`config.mk`:
```
export PLATFORM = sky130hd
export DESIGN_NAME = rfc_loader
export DESIGN_NICKNAME = d
export VERILOG_FILES = /design/src/rfc_pkg.sv /design/src/rfc_loader.sv
export VERILOG_INCLUDE_DIRS = /design/src
export SDC_FILE = /design/constraint.sdc
export NUM_CORES = 1
export LEC_CHECK = 0
export BUFFER_PORTS_ARGS = -buffer_cell sky130_fd_sc_hd__buf_2
export CAP_MARGIN = 20
export CORE_MARGIN = 8
export CORE_UTILIZATION = 43
export DETAILED_ROUTE_END_ITERATION = 8
export SYNTH_ARGS = -nofsm -noshare
export SYNTH_HDL_FRONTEND = slang
export SYNTH_SLANG_ARGS = --single-unit
```
`constraint.sdc`:
```
create_clock -name clk_sys -period 2.7 [get_ports clk_sys]
set_input_delay 0.54 -clock clk_sys [delete_from_list [all_inputs] [get_ports clk_sys]]
set_output_delay 0.54 -clock clk_sys [all_outputs]
set_load 0.01 [all_outputs]
```
`src/rfc_map.svh`:
```
`ifndef RFC_MAP_SVH
`define RFC_MAP_SVH
// ------------------------------------------------------------
// Stored configuration layout
// ------------------------------------------------------------
`define RFC_PAY_BASE     16'h0100
`define RFC_GEN_BASE     16'h0200
`define RFC_SCHEME_BYTES 16'h0020
`define RFC_ADDR_RST     16'h0000
`define RFC_DATA_RST     32'h0000_0000
`define RFC_SET_WORDS    8
`define RFC_ELEM_BYTES   4
`endif

```
`src/rfc_pkg.sv`:
```
package rfc_pkg;
   // ------------------------------------------------------------
   // Types
   // ------------------------------------------------------------
   typedef enum logic {RFC_LOOP_GEN, RFC_LOOP_PAY} rfc_loop_t;
   typedef enum logic [2:0] {RFC_ST_RESET, RFC_ST_REQ, RFC_ST_WAIT, RFC_ST_READY,
                             RFC_ST_DL} rfc_state_t;
   typedef struct packed {
      logic        wr;
      logic [7:0]  idx;
      logic [31:0] data;
   } rfc_cfg_wr_t;
endpackage : rfc_pkg

```
`src/rfc_loader.sv`:
```
// How it works
// - A reset on rst_n with por_n held high that follows the download command brings the block up in download mode.
// - Two configuration sets are kept, one for the payment loop and one for the general loop.
// - Activating a loop starts a load of its own set from the non-volatile store.
// - The modulation scheme chosen by the loop selects which stored part of the set is applied.
// - All configuration comes from the non-volatile store, so it survives power loss.
// - Byte arrays keep their first element at the lowest address.
// - A 16-bit value has its low byte at the lowest address.
// - 16-bit arrays go element by element, each element low byte first.
// - A 32-bit value is stored least significant byte first.
// - The store is read in ascending address order, low byte first.
// - The loop is chosen from the synchronised level of the selection pin.
// - A change of that level resets the stack, clears buffers and resets RF before new polling.
`include "rfc_map.svh"
module rfc_loader #(
   parameter int unsigned SET_WORDS  = `RFC_SET_WORDS,
   parameter int unsigned ELEM_BYTES = `RFC_ELEM_BYTES
) (
   // Clock and resets
   input  wire logic              clk_sys,
   input  wire logic              rst_n,
   input  wire logic              por_n,
   // Host and loop control
   input  wire logic              mode_pin,
   input  wire logic              dl_cmd,
   input  wire logic [1:0]        mod_sel,
   input  wire logic              poll_start,
   // Non-volatile store read port
   input  wire logic [7:0]        nvm_rdata,
   input  wire logic              nvm_valid,
   output logic                   nvm_req_q,
   output logic [15:0]            nvm_addr_q,
   // Configuration out
   output rfc_pkg::rfc_cfg_wr_t   cfg_q,
   output rfc_pkg::rfc_loop_t     cfg_set_q,
   // Status and resets out
   output logic                   download_mode_q,
   output logic                   stack_rst_q,
   output logic                   buf_clr_q,
   output logic                   rf_rst_q,
   output logic                   poll_ready_q,
   output logic                   rf_tx_en_q
);
   import rfc_pkg::*;

   // ------------------------------------------------------------
   // Byte order
   // ------------------------------------------------------------
   function automatic logic [31:0] rfc_assemble(input int unsigned eb, input logic [31:0] b);
      unique case (eb)
         1:       rfc_assemble = {b[7:0], b[15:8], b[23:16], b[31:24]};
         2:       rfc_assemble = {b[15:8], b[7:0], b[31:24], b[23:16]};
         default: rfc_assemble = b;
      endcase
   endfunction : rfc_assemble

   function automatic logic [15:0] rfc_base(input rfc_loop_t l, input logic [1:0] s);
      rfc_base = ((l == RFC_LOOP_PAY) ? `RFC_PAY_BASE : `RFC_GEN_BASE)
                 + 16'(16'(s) * `RFC_SCHEME_BYTES);
   endfunction : rfc_base

   // ------------------------------------------------------------
   // Pin synchroniser and download flag
   // ------------------------------------------------------------
   logic       mode_s1_q, mode_s2_q;
   logic       dl_pend_q, dl_pend_d;

   always_comb begin
      dl_pend_d = dl_pend_q;
      if (dl_cmd) begin
         dl_pend_d = 1'b1;
      end
   end

   // No reset, so the pin level has settled when reset ends
   always_ff @(posedge clk_sys) begin
      mode_s1_q <= mode_pin;
      mode_s2_q <= mode_s1_q;
   end

   always_ff @(posedge clk_sys) begin
      if (!por_n) begin
         dl_pend_q <= 1'b0;
      end else begin
         dl_pend_q <= dl_pend_d;
      end
   end

   // ------------------------------------------------------------
   // Loader state machine
   // ------------------------------------------------------------
   rfc_state_t  st_q, st_d;
   rfc_loop_t   loop_d;
   logic [1:0]  scheme_q, scheme_d;
   logic [1:0]  bcnt_q, bcnt_d;
   logic [7:0]  wcnt_q, wcnt_d;
   logic [31:0] bytes_q, bytes_d;
   logic [15:0] addr_d;
   logic        req_d, stk_d, tx_d, rdy_d;
   rfc_cfg_wr_t cfg_d;
   logic        loop_chg;

   assign loop_chg = (mode_s2_q ? RFC_LOOP_PAY : RFC_LOOP_GEN) != cfg_set_q;

   always_comb begin
      st_d     = st_q;
      loop_d   = cfg_set_q;
      scheme_d = scheme_q;
      bcnt_d   = bcnt_q;
      wcnt_d   = wcnt_q;
      bytes_d  = bytes_q;
      addr_d   = nvm_addr_q;
      req_d    = 1'b0;
      stk_d    = 1'b0;
      tx_d     = rf_tx_en_q;
      rdy_d    = poll_ready_q;
      cfg_d    = '{wr: 1'b0, idx: cfg_q.idx, data: cfg_q.data};
      unique case (st_q)
         RFC_ST_RESET: begin
            stk_d    = 1'b1;
            tx_d     = 1'b0;
            rdy_d    = 1'b0;
            loop_d   = mode_s2_q ? RFC_LOOP_PAY : RFC_LOOP_GEN;
            scheme_d = mod_sel;
            addr_d   = rfc_base(loop_d, mod_sel);
            bcnt_d   = 2'h0;
            wcnt_d   = 8'h00;
            st_d     = RFC_ST_REQ;
         end
         RFC_ST_REQ: begin
            req_d = 1'b1;
            st_d  = RFC_ST_WAIT;
         end
         RFC_ST_WAIT: begin
            req_d = 1'b1;
            if (nvm_valid) begin
               req_d   = 1'b0;
               bytes_d = {nvm_rdata, bytes_q[31:8]};
               addr_d  = 16'(nvm_addr_q + 16'h0001);
               bcnt_d  = 2'(bcnt_q + 2'h1);
               st_d    = RFC_ST_REQ;
               if (bcnt_q == 2'h3) begin
                  cfg_d  = '{wr: 1'b1, idx: wcnt_q,
                             data: rfc_assemble(ELEM_BYTES, bytes_d)};
                  wcnt_d = 8'(wcnt_q + 8'h01);
                  if (32'(wcnt_q) == SET_WORDS - 1) begin
                     rdy_d = 1'b1;
                     st_d  = RFC_ST_READY;
                  end
               end
            end
         end
         RFC_ST_READY: begin
            if (loop_chg) begin
               st_d = RFC_ST_RESET;
            end else if (mod_sel != scheme_q) begin
               tx_d     = 1'b0;
               rdy_d    = 1'b0;
               scheme_d = mod_sel;
               addr_d   = rfc_base(cfg_set_q, mod_sel);
               bcnt_d   = 2'h0;
               wcnt_d   = 8'h00;
               st_d     = RFC_ST_REQ;
            end else if (poll_start) begin
               tx_d = 1'b1;
            end
         end
         RFC_ST_DL: begin
            st_d = RFC_ST_DL;
         end
         default: st_d = RFC_ST_RESET;
      endcase
   end

   always_ff @(posedge clk_sys) begin
      if (!rst_n) begin
         st_q            <= dl_pend_q ? RFC_ST_DL : RFC_ST_RESET;
         download_mode_q <= dl_pend_q;
         cfg_set_q       <= RFC_LOOP_GEN;
         scheme_q        <= 2'h0;
         bcnt_q          <= 2'h0;
         wcnt_q          <= 8'h00;
         bytes_q         <= `RFC_DATA_RST;
         nvm_addr_q      <= `RFC_ADDR_RST;
         nvm_req_q       <= 1'b0;
         stack_rst_q     <= 1'b0;
         buf_clr_q       <= 1'b0;
         rf_rst_q        <= 1'b0;
         rf_tx_en_q      <= 1'b0;
         poll_ready_q    <= 1'b0;
         cfg_q           <= '{wr: 1'b0, idx: 8'h00, data: `RFC_DATA_RST};
      end else begin
         st_q            <= st_d;
         download_mode_q <= download_mode_q;
         cfg_set_q       <= loop_d;
         scheme_q        <= scheme_d;
         bcnt_q          <= bcnt_d;
         wcnt_q          <= wcnt_d;
         bytes_q         <= bytes_d;
         nvm_addr_q      <= addr_d;
         nvm_req_q       <= req_d;
         stack_rst_q     <= stk_d;
         buf_clr_q       <= stk_d;
         rf_rst_q        <= stk_d;
         rf_tx_en_q      <= tx_d;
         poll_ready_q    <= rdy_d;
         cfg_q           <= cfg_d;
      end
   end
endmodule : rfc_loader

```
==> qor.yml, run 1 <==
grt:
  grt_pass1_wl_um: 16300
  grt_start_max_net_pins: 47
  antenna_found_initial: 0
  top_usage_layer: "met2"
  grtUsageTotal_pct: 15.1
  grt_util_met3_pct: 3.22
  grt-ovfl-total: 0
  use_met1_pct: 21.0
  grt_pass1_vias: 3306
  grt_util_met2_pct: 23.1
floorplanning:
  io_pins: 82
  fp.dieArea_um2: 13000
  dieWidth_um: 114
  num_rows: 36
  core_um2: 9550
  start_util_pct: 43.3
  die_h_um: 114
setup_path:
  crit_arrival_ns: 2.40
  critPathMaxFanout: 17
  crit_type: "reg2reg"
  worstSetupStartpointType: "register"
  cp.required_ns: 2.99
  cp-end-kind: "register"
sta:
  period_needed_ns: 2.11
  hold_violations: 0
  layout_setup_ws_ns: 0.590
  timing.fmax_mhz: 474
  setup_viol: 0
  grt_setup_unrepaired: "no"
  slew_violations: 0
  hold_ws_ns: 0.274
  fin_skew_ns: 0.0132
  period_share_pct: 78.1
  tns_ns: 0
  worstMarginPinSlew_ns: 0.701
  max_slew_margin_pct: 53.2
layout:
  design.final.nets: 592
  seqCellArea_um2: 2140
  fin_cells: 710
  multiInputGateArea_um2: 1850
  diodes: 0
  num-fill-cells: 991
  post-route-util_pct: 51.0
  postLayoutCellArea_um2: 4870
  syn_to_final_growth_pct: 17.6
  drive_gt1_share_pct: 19.2
synthesis:
  ys_seq_elements: 105
  yosysSeqAreaShare_pct: 51.8
  synth_common_cells: "nand2_1 (147), dfxtp_1 (101), a21oi_1 (83)"
  synthArstFlopShare_pct: 0
  synth.avg_cell_area_um2: 8.24
  synth_cell_type_count: 49
  syn_nets: 522
  synth_edf_count: 4
  synth_warnings: 0
  netlist.area_leader.share_pct: 48.9
  synthFlopType: "dfxtp_1"
  postSynthCellCount: 502
  synth.most_common_cell: "nand2_1"
  synth_top_area_cell: "dfxtp_1"
  synth_area_leaders: "dfxtp_1 (49%), nand2_1 (13%), a21oi_1 (10%)"
  synth_area_um2: 4140
clocking:
  numCtsBuffers: 9
  clk_path_buf_depth: 2
  cts_resized: 0
  cts_root_buf: "clkbuf_8"
  path_clk_slew_ns: 0.11
  numClockSinks: 105
  clkLatencyLatePin_ns: 0.36
  post-cts-setup-buffers: 0
  cts_hold_buf: 0
  cts_max_level: 3
  cts_tree: "built"
drt:
  drc: 0
  detail-route-antenna-nets: 0
  dr.pass1.iters: 4
  drtIter0Drc: 162
  via_count: 3578
  routedWlPerCell_um: 13.9
  vias_per_cell: 5.04
  totalWireLength_um: 9870
place:
  placed_cell_area_um2: 4660
  port-buffer-count: 81
  place_congestion: 0.827
  hpwl_um: 6960
  dp_worst_setup_slack_ns: 0.471
  post-place-cells: 694
pwr:
  powerDensity_nw_per_um2: 599
  total_power_mw: 2.92
  p_leak_nw: 1.90
  ir_worst_vdd_v: 0.000246
job:
  drv_cap: 0
run_status:
  outcome: "completed"
hold_path:
  hp-class: "in2reg"
==> cells in the final DEF, fill, tap and decap left out, drive strengths merged, types with 2 or more instances in the layout <==
| cell | n |
|---|---|
| nand2 | 147 |
| dfxtp | 101 |
| buf | 90 |
| a21oi | 83 |
| nor2 | 33 |
| o21ai | 11 |
| xor2 | 9 |
| clkbuf | 9 |
| and3 | 8 |
| xnor2 | 7 |
| nand3 | 7 |
| nor3 | 6 |
| inv | 6 |
| o2111ai | 5 |
| nand3b | 4 |
| edfxtp | 4 |
| clkinv | 4 |
| or3 | 3 |
| a31oi | 3 |
| a22oi | 3 |
| ha | 3 |
| a41oi | 2 |
| and4 | 2 |
| or4 | 2 |
| and2 | 2 |
| a211oi | 2 |
==> area by class of cell <==
cell class	count	share of cell area [%]
well taps	133	3.42
inverters	4	0.308
clock inverters	7	1.80
clock buffers	9	2.54
multi-input cells	362	37.9
repair buffers	90	9.97
flip-flops and latches	105	44.0
==> metal layers <==
layer,wire length [µm],up-vias,share of wire (%)
li1,-,1852,-
met1,4920,1657,50
met2,4450,61,45
met3,409,8,4.1
met4,91,0,0.92
met5,0,-,0
==> power breakdown <==
group	leakage, nW	total, mW	switching [mW]	internal, mW
sequential	0.862	1.65	0.0516	1.60
combinational	0.934	0.295	0.191	0.104
clock	0.102	0.972	0.598	0.373
total	1.90	2.92	0.841	2.08
==> flip-flops by register name, indices dropped and copies added (netlist names), 2 cells and up <==
register and flops:
nvm_addr_q 16, bytes_q 24, cfg_q 41, scheme_q 2, st_q 3, wcnt_q 8
bcnt_q 2
==> worst max-delay path, cell delays in order (launching register included) <==
cell	delay, ns
edfxtp_1	0.66
nand3b_1	0.22
a211oi_4	0.34
a311oi_2	0.17
or4b_1	0.52
a21oi_1	0.12
==> cells by family (layout without fill, tap and decap cells) <==
kind of cell,Yosys count,in the layout,synth area share (%)
flip-flops,105,105,51.8
multiplexers,1,1,0.242
adder cells (fa/ha/maj),3,3,0.907
buffers and inverters,35,110,3.63
AO/OA/AOI/OAI,122,122,17.4
AND/OR/NAND/NOR,220,220,22.6
XOR/XNOR,16,16,3.39
==> final timing paths <==
check / from / to / slack (ns) / cells after the start
worst min register to register: mode_s1_q / mode_s2_q / 0.35 / 0
worst min-delay path: mode_pin / mode_s1_q / 0.27 / 1
worst max register to register: st_q[0] / wcnt_q[5] / 0.59 / 5
worst max-delay path: st_q[0] / wcnt_q[5] / 0.59 / 5
Note: power is estimated with default switching activity, not from simulation.
==> inputs of run 2 (changes only) <==
--- a/config.mk
+++ b/config.mk
@@ -11,6 +11,7 @@
 export CORE_MARGIN = 8
 export CORE_UTILIZATION = 43
 export DETAILED_ROUTE_END_ITERATION = 8
+export PLACE_DENSITY = 0.67
 export SYNTH_ARGS = -nofsm -noshare
 export SYNTH_HDL_FRONTEND = slang
 export SYNTH_SLANG_ARGS = --single-unit
==> constraint.sdc (replaced) <==
create_clock -name clk_sys -period 1.7 [get_ports clk_sys]
set_input_delay 0.34 -clock clk_sys [delete_from_list [all_inputs] [get_ports clk_sys]]
set_output_delay 0.34 -clock clk_sys [all_outputs]
set_load 0.01 [all_outputs]
==> run 2 against run 1 <==
The run now ends with setup timing left; worst setup slack lost 0.61 ns; clock power grew 71%; flip-flop and latch count is the same; register-to-register slack lost 0.61 ns; via count grew 5.6%.
==> qor.yml, run 2 (synthesis results as in run 1) <==
grt:
  grt_pass1_vias: 3747  # was 3306
  top_usage_layer: "met2"  # unchanged
  grt_util_met3_pct: 4.06  # was 3.22%
  grt_start_max_net_pins: 51  # was 47
  grt_pass1_wl_um: 17800  # was 16300 µm
  grtUsageTotal_pct: 16.6  # was 15.1%
  grt-ovfl-total: 0  # unchanged
  use_met1_pct: 20.8  # was 21.0%
  grt_util_met2_pct: 27.0  # was 23.1%
  antenna_found_initial: 0  # unchanged
layout:
  diodes: 0  # unchanged
  design.final.nets: 634  # was 592
  seqCellArea_um2: 2140  # about the same
  largest_reg_flops: 41  # unchanged
  multiInputGateArea_um2: 1940  # was 1850 µm²
  most-common-layout-cells: "nand2_1 (143), dfxtp_1 (100), a21oi_1 (81), buf_2 (81), buf_4 (43)"  # was nand2_1 (147), dfxtp_1 (101), a21oi_1 (83), buf_2 (81), nor2_1 (33)
  top_register: "cfg_q"  # unchanged
  layout_commonest_cell: "nand2_1"  # unchanged
  top_regs: "cfg_q x41, bytes_q x24, nvm_addr_q x16"  # unchanged
  num-fill-cells: 911  # was 991
  syn_to_final_growth_pct: 29.1  # was 17.6%
  drive_gt1_share_pct: 28.3  # was 19.2%
  postLayoutCellArea_um2: 5340  # was 4870 µm²
setup_path:
  crit_type: "reg2reg"  # unchanged
  cp-end-kind: "register"  # unchanged
  critPathMaxFanout: 5  # was 17
  worstSetupStartpointType: "register"  # unchanged
  cp.required_ns: 2.02  # was 2.99 ns
  rrSetupSlack_ns: -0.02  # was 0.59 ns
  path_cells: "nand3b_1 > a211oi_4 > a311oi_2 > or4b_1 > a21oi_1"  # unchanged
  crit_arrival_ns: 2.04  # was 2.40 ns
  critPathTopFamily: "simple AND/OR/NAND/NOR gates"  # unchanged
  cp_slowest_cell: "edfxtp_1"  # unchanged
  reg2reg_to: "wcnt_q[5]"  # unchanged
  crit_buf_inv: 0  # unchanged
  timing.rr.start: "st_q[2]"  # was st_q[0]
  cpPeakStageDelay_ns: 0.48  # was 0.66 ns
  ff2ff_path_depth: 5  # unchanged
clocking:
  path_clk_slew_ns: 0.10  # was 0.11 ns
  clkLatencyLatePin_ns: 0.38  # was 0.36 ns
  numCtsBuffers: 9  # unchanged
  numClockSinks: 105  # unchanged
  cts_root_buf: "clkbuf_8"  # unchanged
  cts_tree: "built"  # unchanged
  cts_max_level: 3  # unchanged
  clk_path_buf_depth: 2  # unchanged
  cts_hold_buf: 0  # unchanged
hold_path:
  hp-class: "in2reg"  # unchanged
  holdPathStages: 1  # unchanged
  worstHoldStart: "mode_pin"  # unchanged
  hold_end: "mode_s1_q"  # unchanged
floorplanning:
  core_um2: 9550  # unchanged
  fp.dieArea_um2: 13000  # unchanged
  start_util_pct: 43.3  # unchanged
  num_rows: 36  # unchanged
  dieWidth_um: 114  # unchanged
  io_pins: 82  # unchanged
  die_h_um: 114  # unchanged
sta:
  hold_violations: 0  # unchanged
  setup_viol: 1  # was 0
  timing.fmax_mhz: 580  # was 474 MHz
  layout_setup_ws_ns: -0.0235  # was 0.590 ns
  period_needed_ns: 1.72  # was 2.11 ns
  grt_setup_unrepaired: "yes"  # was no
  worstMarginPinSlew_ns: 0.510  # was 0.701 ns
  max_slew_margin_pct: 65.7  # was 53.2%
  slew_violations: 0  # unchanged
  fin_skew_ns: 0.0166  # was 0.0132 ns
  period_share_pct: 101  # was 78.1%
pwr:
  powerDensity_nw_per_um2: 931  # was 599 nW/µm²
  p_leak_nw: 2.16  # was 1.90 nW
  total_power_mw: 4.97  # was 2.92 mW
  ir_worst_vdd_v: 0.000437  # was 0.000246 V
drt:
  totalWireLength_um: 10600  # was 9870 µm
  via_count: 3778  # was 3578
  dr.pass1.iters: 5  # was 4
  drc: 0  # unchanged
  vias_per_cell: 5.02  # was 5.04
  routedWlPerCell_um: 14.1  # was 13.9 µm
  drtIter0Drc: 198  # was 162
  detail-route-antenna-nets: 0  # unchanged
place:
  hpwl_um: 7320  # was 6960 µm
  port-buffer-count: 81  # unchanged
  dp_worst_setup_slack_ns: -0.101  # was 0.471 ns
  place_congestion: 0.840  # was 0.827
  placed_cell_area_um2: 4950  # was 4660 µm²
run_status:
  violations: "setup timing"
  outcome: "finished with violations"  # was completed
job:
  drv_cap: 0  # unchanged
run 2: how the worst max path moves through the flow:
stage	from	endpoint	slack, ns	depth (start not counted)
after floorplan	st_q[2]	wcnt_q[5]	-0.005	5
after global placement	mod_sel[1]	nvm_addr_q[8]	-0.07	6
after detailed placement	mod_sel[0]	wcnt_q[7]	-0.10	7
after CTS	st_q[2]	wcnt_q[5]	-0.02	5
after global routing	st_q[2]	wcnt_q[5]	-0.13	5
final	st_q[2]	wcnt_q[5]	-0.02	5
run 2: metal layers:
layer / vias to the layer above / routed length, µm
li1: 1931 / -
met2: 75 / 4900
met3: 13 / 565
met1: 1759 / 4980
met5: - / 0
met4: 0 / 164
run 2: per-stage QoR:
step	TNS [ns]	util (%)	hold WS, ns	std cells
6_report	-0.0235	55.9	0.0639	752
5_1_grt	-1.55	55.9	0.0622	752
4_1_cts	-0.0244	54.7	0.0493	746
3_5_place_dp	-1.50	51.8	0.327	727
3_3_place_gp	-0.312	51.8	0.310	727
2_1_floorplan	-0.00454	-	0.310	502
run 2: layout make-up:
type	count	area share, %
flip-flops and latches	105	40.1
multi-input cells	362	36.4
repair buffers	132	16.0
well taps	133	3.11
clock buffers	9	2.32
clock inverters	7	1.73
inverters	4	0.281
run 2: repair_timing:
item | in CTS | in global routing
pin swaps | 0 | 9
gates resized for setup | 8 | 22
setup endpoints to repair | 31 | 82
buffers inserted | 3 | 6
run 2: worst reg2reg max path: stages (launching register included):
cell      delay [ns]
edfxtp_1        0.48
nand3b_1        0.26
a211oi_4        0.25
a311oi_2        0.09
or4b_1          0.47
a21oi_1         0.13
run 2: power breakdown:
part / switching (mW) / leakage [nW] / internal, mW / total [mW]
combinational: 0.380 / 1.18 / 0.320 / 0.700
sequential: 0.0677 / 0.862 / 2.54 / 2.61
clock: 0.942 / 0.109 / 0.722 / 1.66
total: 1.39 / 2.16 / 3.58 / 4.97
==> inputs of run 3 (changes only) <==
--- a/config.mk
+++ b/config.mk
@@ -6,12 +6,11 @@
 export SDC_FILE = /design/constraint.sdc
 export NUM_CORES = 1
 export LEC_CHECK = 0
-export BUFFER_PORTS_ARGS = -buffer_cell sky130_fd_sc_hd__buf_2
 export CAP_MARGIN = 20
 export CORE_MARGIN = 8
 export CORE_UTILIZATION = 43
 export DETAILED_ROUTE_END_ITERATION = 8
-export PLACE_DENSITY = 0.67
+export DONT_BUFFER_PORTS = 1
 export SYNTH_ARGS = -nofsm -noshare
 export SYNTH_HDL_FRONTEND = slang
 export SYNTH_SLANG_ARGS = --single-unit
==> run 3 against run 2 <==
The flow still finishes with violations (setup timing); combinational power fell by 11%; routed wire length fell by 4.8%; register-to-register slack barely moved; via count fell by 7.7%; worst setup slack got worse by 0.012 ns; clock power fell by 11%; power fell by 5.3%; die area did not move; first-iteration DRC count rose by 19%; utilization fell by 4.8 points; sequential share of layout area rose by 3.8 points; largest power group unchanged.
==> qor.yml, run 3 (synthesis results as in run 1) <==
run_status:
  outcome: "finished with violations"  # unchanged
  violations: "setup timing"  # unchanged
place:
  hpwl_um: 7140  # was 7320 µm
  post-place-cells: 648  # was 727
  dp_worst_setup_slack_ns: -0.0310  # was -0.101 ns
  placed_cell_area_um2: 4540  # was 4950 µm²
  place_congestion: 0.849  # was 0.840
  port-buffer-count: 0  # was 81
layout:
  fin_cells: 669  # was 752
  post-route-util_pct: 51.1  # was 55.9%
  syn_to_final_growth_pct: 17.9  # was 29.1%
  top_regs: "cfg_q x41, bytes_q x24, nvm_addr_q x16"  # unchanged
  drive_gt1_share_pct: 15.3  # was 28.3%
  postLayoutCellArea_um2: 4880  # was 5340 µm²
  diodes: 0  # unchanged
  most-common-layout-cells: "nand2_1 (145), dfxtp_1 (101), a21oi_1 (80), buf_4 (40), nor2_1 (32)"  # was nand2_1 (143), dfxtp_1 (100), a21oi_1 (81), buf_2 (81), buf_4 (43)
  top_register: "cfg_q"  # unchanged
  largest_reg_flops: 41  # unchanged
  design.final.nets: 551  # was 634
  layout_commonest_cell: "nand2_1"  # unchanged
clocking:
  cts_max_level: 3  # unchanged
  cts_root_buf: "clkbuf_8"  # unchanged
  clkLatencyLatePin_ns: 0.38  # about the same
  numClockSinks: 105  # unchanged
  clk_path_buf_depth: 2  # unchanged
  numCtsBuffers: 9  # unchanged
  cts_tree: "built"  # unchanged
  path_clk_slew_ns: 0.09  # was 0.10 ns
setup_path:
  cp.required_ns: 2.01  # was 2.02 ns
  worstSetupStartpointType: "register"  # unchanged
  critPathMaxFanout: 4  # was 5
  crit_type: "reg2reg"  # unchanged
  crit_arrival_ns: 2.05  # was 2.04 ns
  cp-end-kind: "register"  # unchanged
hold_path:
  hp-class: "in2reg"  # unchanged
drt:
  totalWireLength_um: 10100  # was 10600 µm
  routedWlPerCell_um: 15.1  # was 14.1 µm
  drc: 0  # unchanged
  detail-route-antenna-nets: 0  # unchanged
  vias_per_cell: 5.21  # was 5.02
  drtIter0Drc: 236  # was 198
  dr.pass1.iters: 4  # was 5
  via_count: 3486  # was 3778
sta:
  grt_setup_unrepaired: "yes"  # unchanged
  hold_violations: 0  # unchanged
  slew_violations: 0  # unchanged
  hold_ws_ns: 0.0740  # was 0.0639 ns
  layout_setup_ws_ns: -0.0350  # was -0.0235 ns
  max_slew_margin_pct: 66.5  # was 65.7%
  period_needed_ns: 1.74  # was 1.72 ns
  fin_skew_ns: 0.0113  # was 0.0166 ns
  tns_ns: -0.0350  # was -0.0235 ns
  timing.fmax_mhz: 576  # was 580 MHz
  setup_viol: 1  # unchanged
  worstMarginPinSlew_ns: 0.499  # was 0.510 ns
  period_share_pct: 102  # was 101%
pwr:
  swShare_pct: 27.5  # was 28.0%
  ir_worst_vdd_v: 0.000479  # was 0.000437 V
  clockPowerShare_pct: 31.5  # was 33.5%
  power.switching_mw: 1.29  # was 1.39 mW
  comb_power_share_pct: 13.2  # was 14.1%
  intPower_mw: 3.41  # was 3.58 mW
  p_leak_nw: 1.71  # was 2.16 nW
  sequentialPowerShare_pct: 55.3  # was 52.4%
  total_power_mw: 4.71  # was 4.97 mW
  powerDensity_nw_per_um2: 964  # was 931 nW/µm²
grt:
  grt_pass1_vias: 3312  # was 3747
  grtUsageTotal_pct: 16.0  # was 16.6%
  grt_start_max_net_pins: 44  # was 51
  grt-ovfl-total: 0  # unchanged
  antenna_found_initial: 0  # unchanged
  grt_pass1_wl_um: 16600  # was 17800 µm
floorplanning:
  io_pins: 82  # unchanged
  die_h_um: 114  # unchanged
  dieWidth_um: 114  # unchanged
  start_util_pct: 43.3  # unchanged
  num_rows: 36  # unchanged
  core_um2: 9550  # unchanged
  fp.dieArea_um2: 13000  # unchanged
job:
  drv_cap: 0  # unchanged
[run 3: worst paths after layout]
path / slack (ns) / endpoint / cells after the start / startpoint
hold reg to reg: 0.35 / mode_s2_q / 0 / mode_s1_q
setup / recovery: -0.04 / wcnt_q[5] / 5 / st_q[2]
hold / removal: 0.07 / dl_pend_q / 1 / dl_cmd
setup reg to reg: -0.04 / wcnt_q[5] / 5 / st_q[2]
[run 3: worst max-delay path, cell delays in order (launching register included)]
cell	delay, ns
edfxtp_1	0.47
nand3b_1	0.26
a211oi_4	0.24
a311oi_2	0.09
or4b_1	0.48
a21oi_1	0.13
[run 3: power by group through the flow]
stage | clock network [mW] | logic, mW | registers (mW)
after floorplan | 0 | 0.326 | 2.66
after global placement | 0 | 0.563 | 2.65
after detailed placement | 0 | 0.570 | 2.66
after CTS | 1.54 | 0.582 | 2.60
after global routing | 1.66 | 0.686 | 2.61
final | 1.48 | 0.621 | 2.60
[run 3: routing by layer]
layer | GRT usage (%) | routed length [µm] | vias to the layer above | part of all wire (%)
met3 | 6.33 | 765 | 10 | 7.6
met4 | 6.30 | 150 | 0 | 1.5
li1 | - | - | 1768 | -
met5 | 0 | 0 | - | 0
met1 | 19.9 | 4590 | 1644 | 45
met2 | 24.2 | 4590 | 64 | 45
[run 3: final cells by class]
| type | instances | area (µm²) |
|---|---|---|
| clock buffers | 11 | 141 |
| flip-flops and latches | 105 | 2140 |
| clock inverters | 5 | 46.3 |
| fillers | 957 | 4670 |
| multi-input cells | 362 | 1930 |
| repair buffers | 49 | 439 |
| inverters | 4 | 15.0 |
| well taps | 133 | 166 |
[run 3: timing repair]
action / in CTS / in global routing
pin swaps: 0 / 4
endpoints found under the setup margin: 5 / 52
hold buffers: 1 / 0
hold endpoints to repair: 1 / 0
gates resized for setup: 3 / 23
buffers inserted: 0 / 4
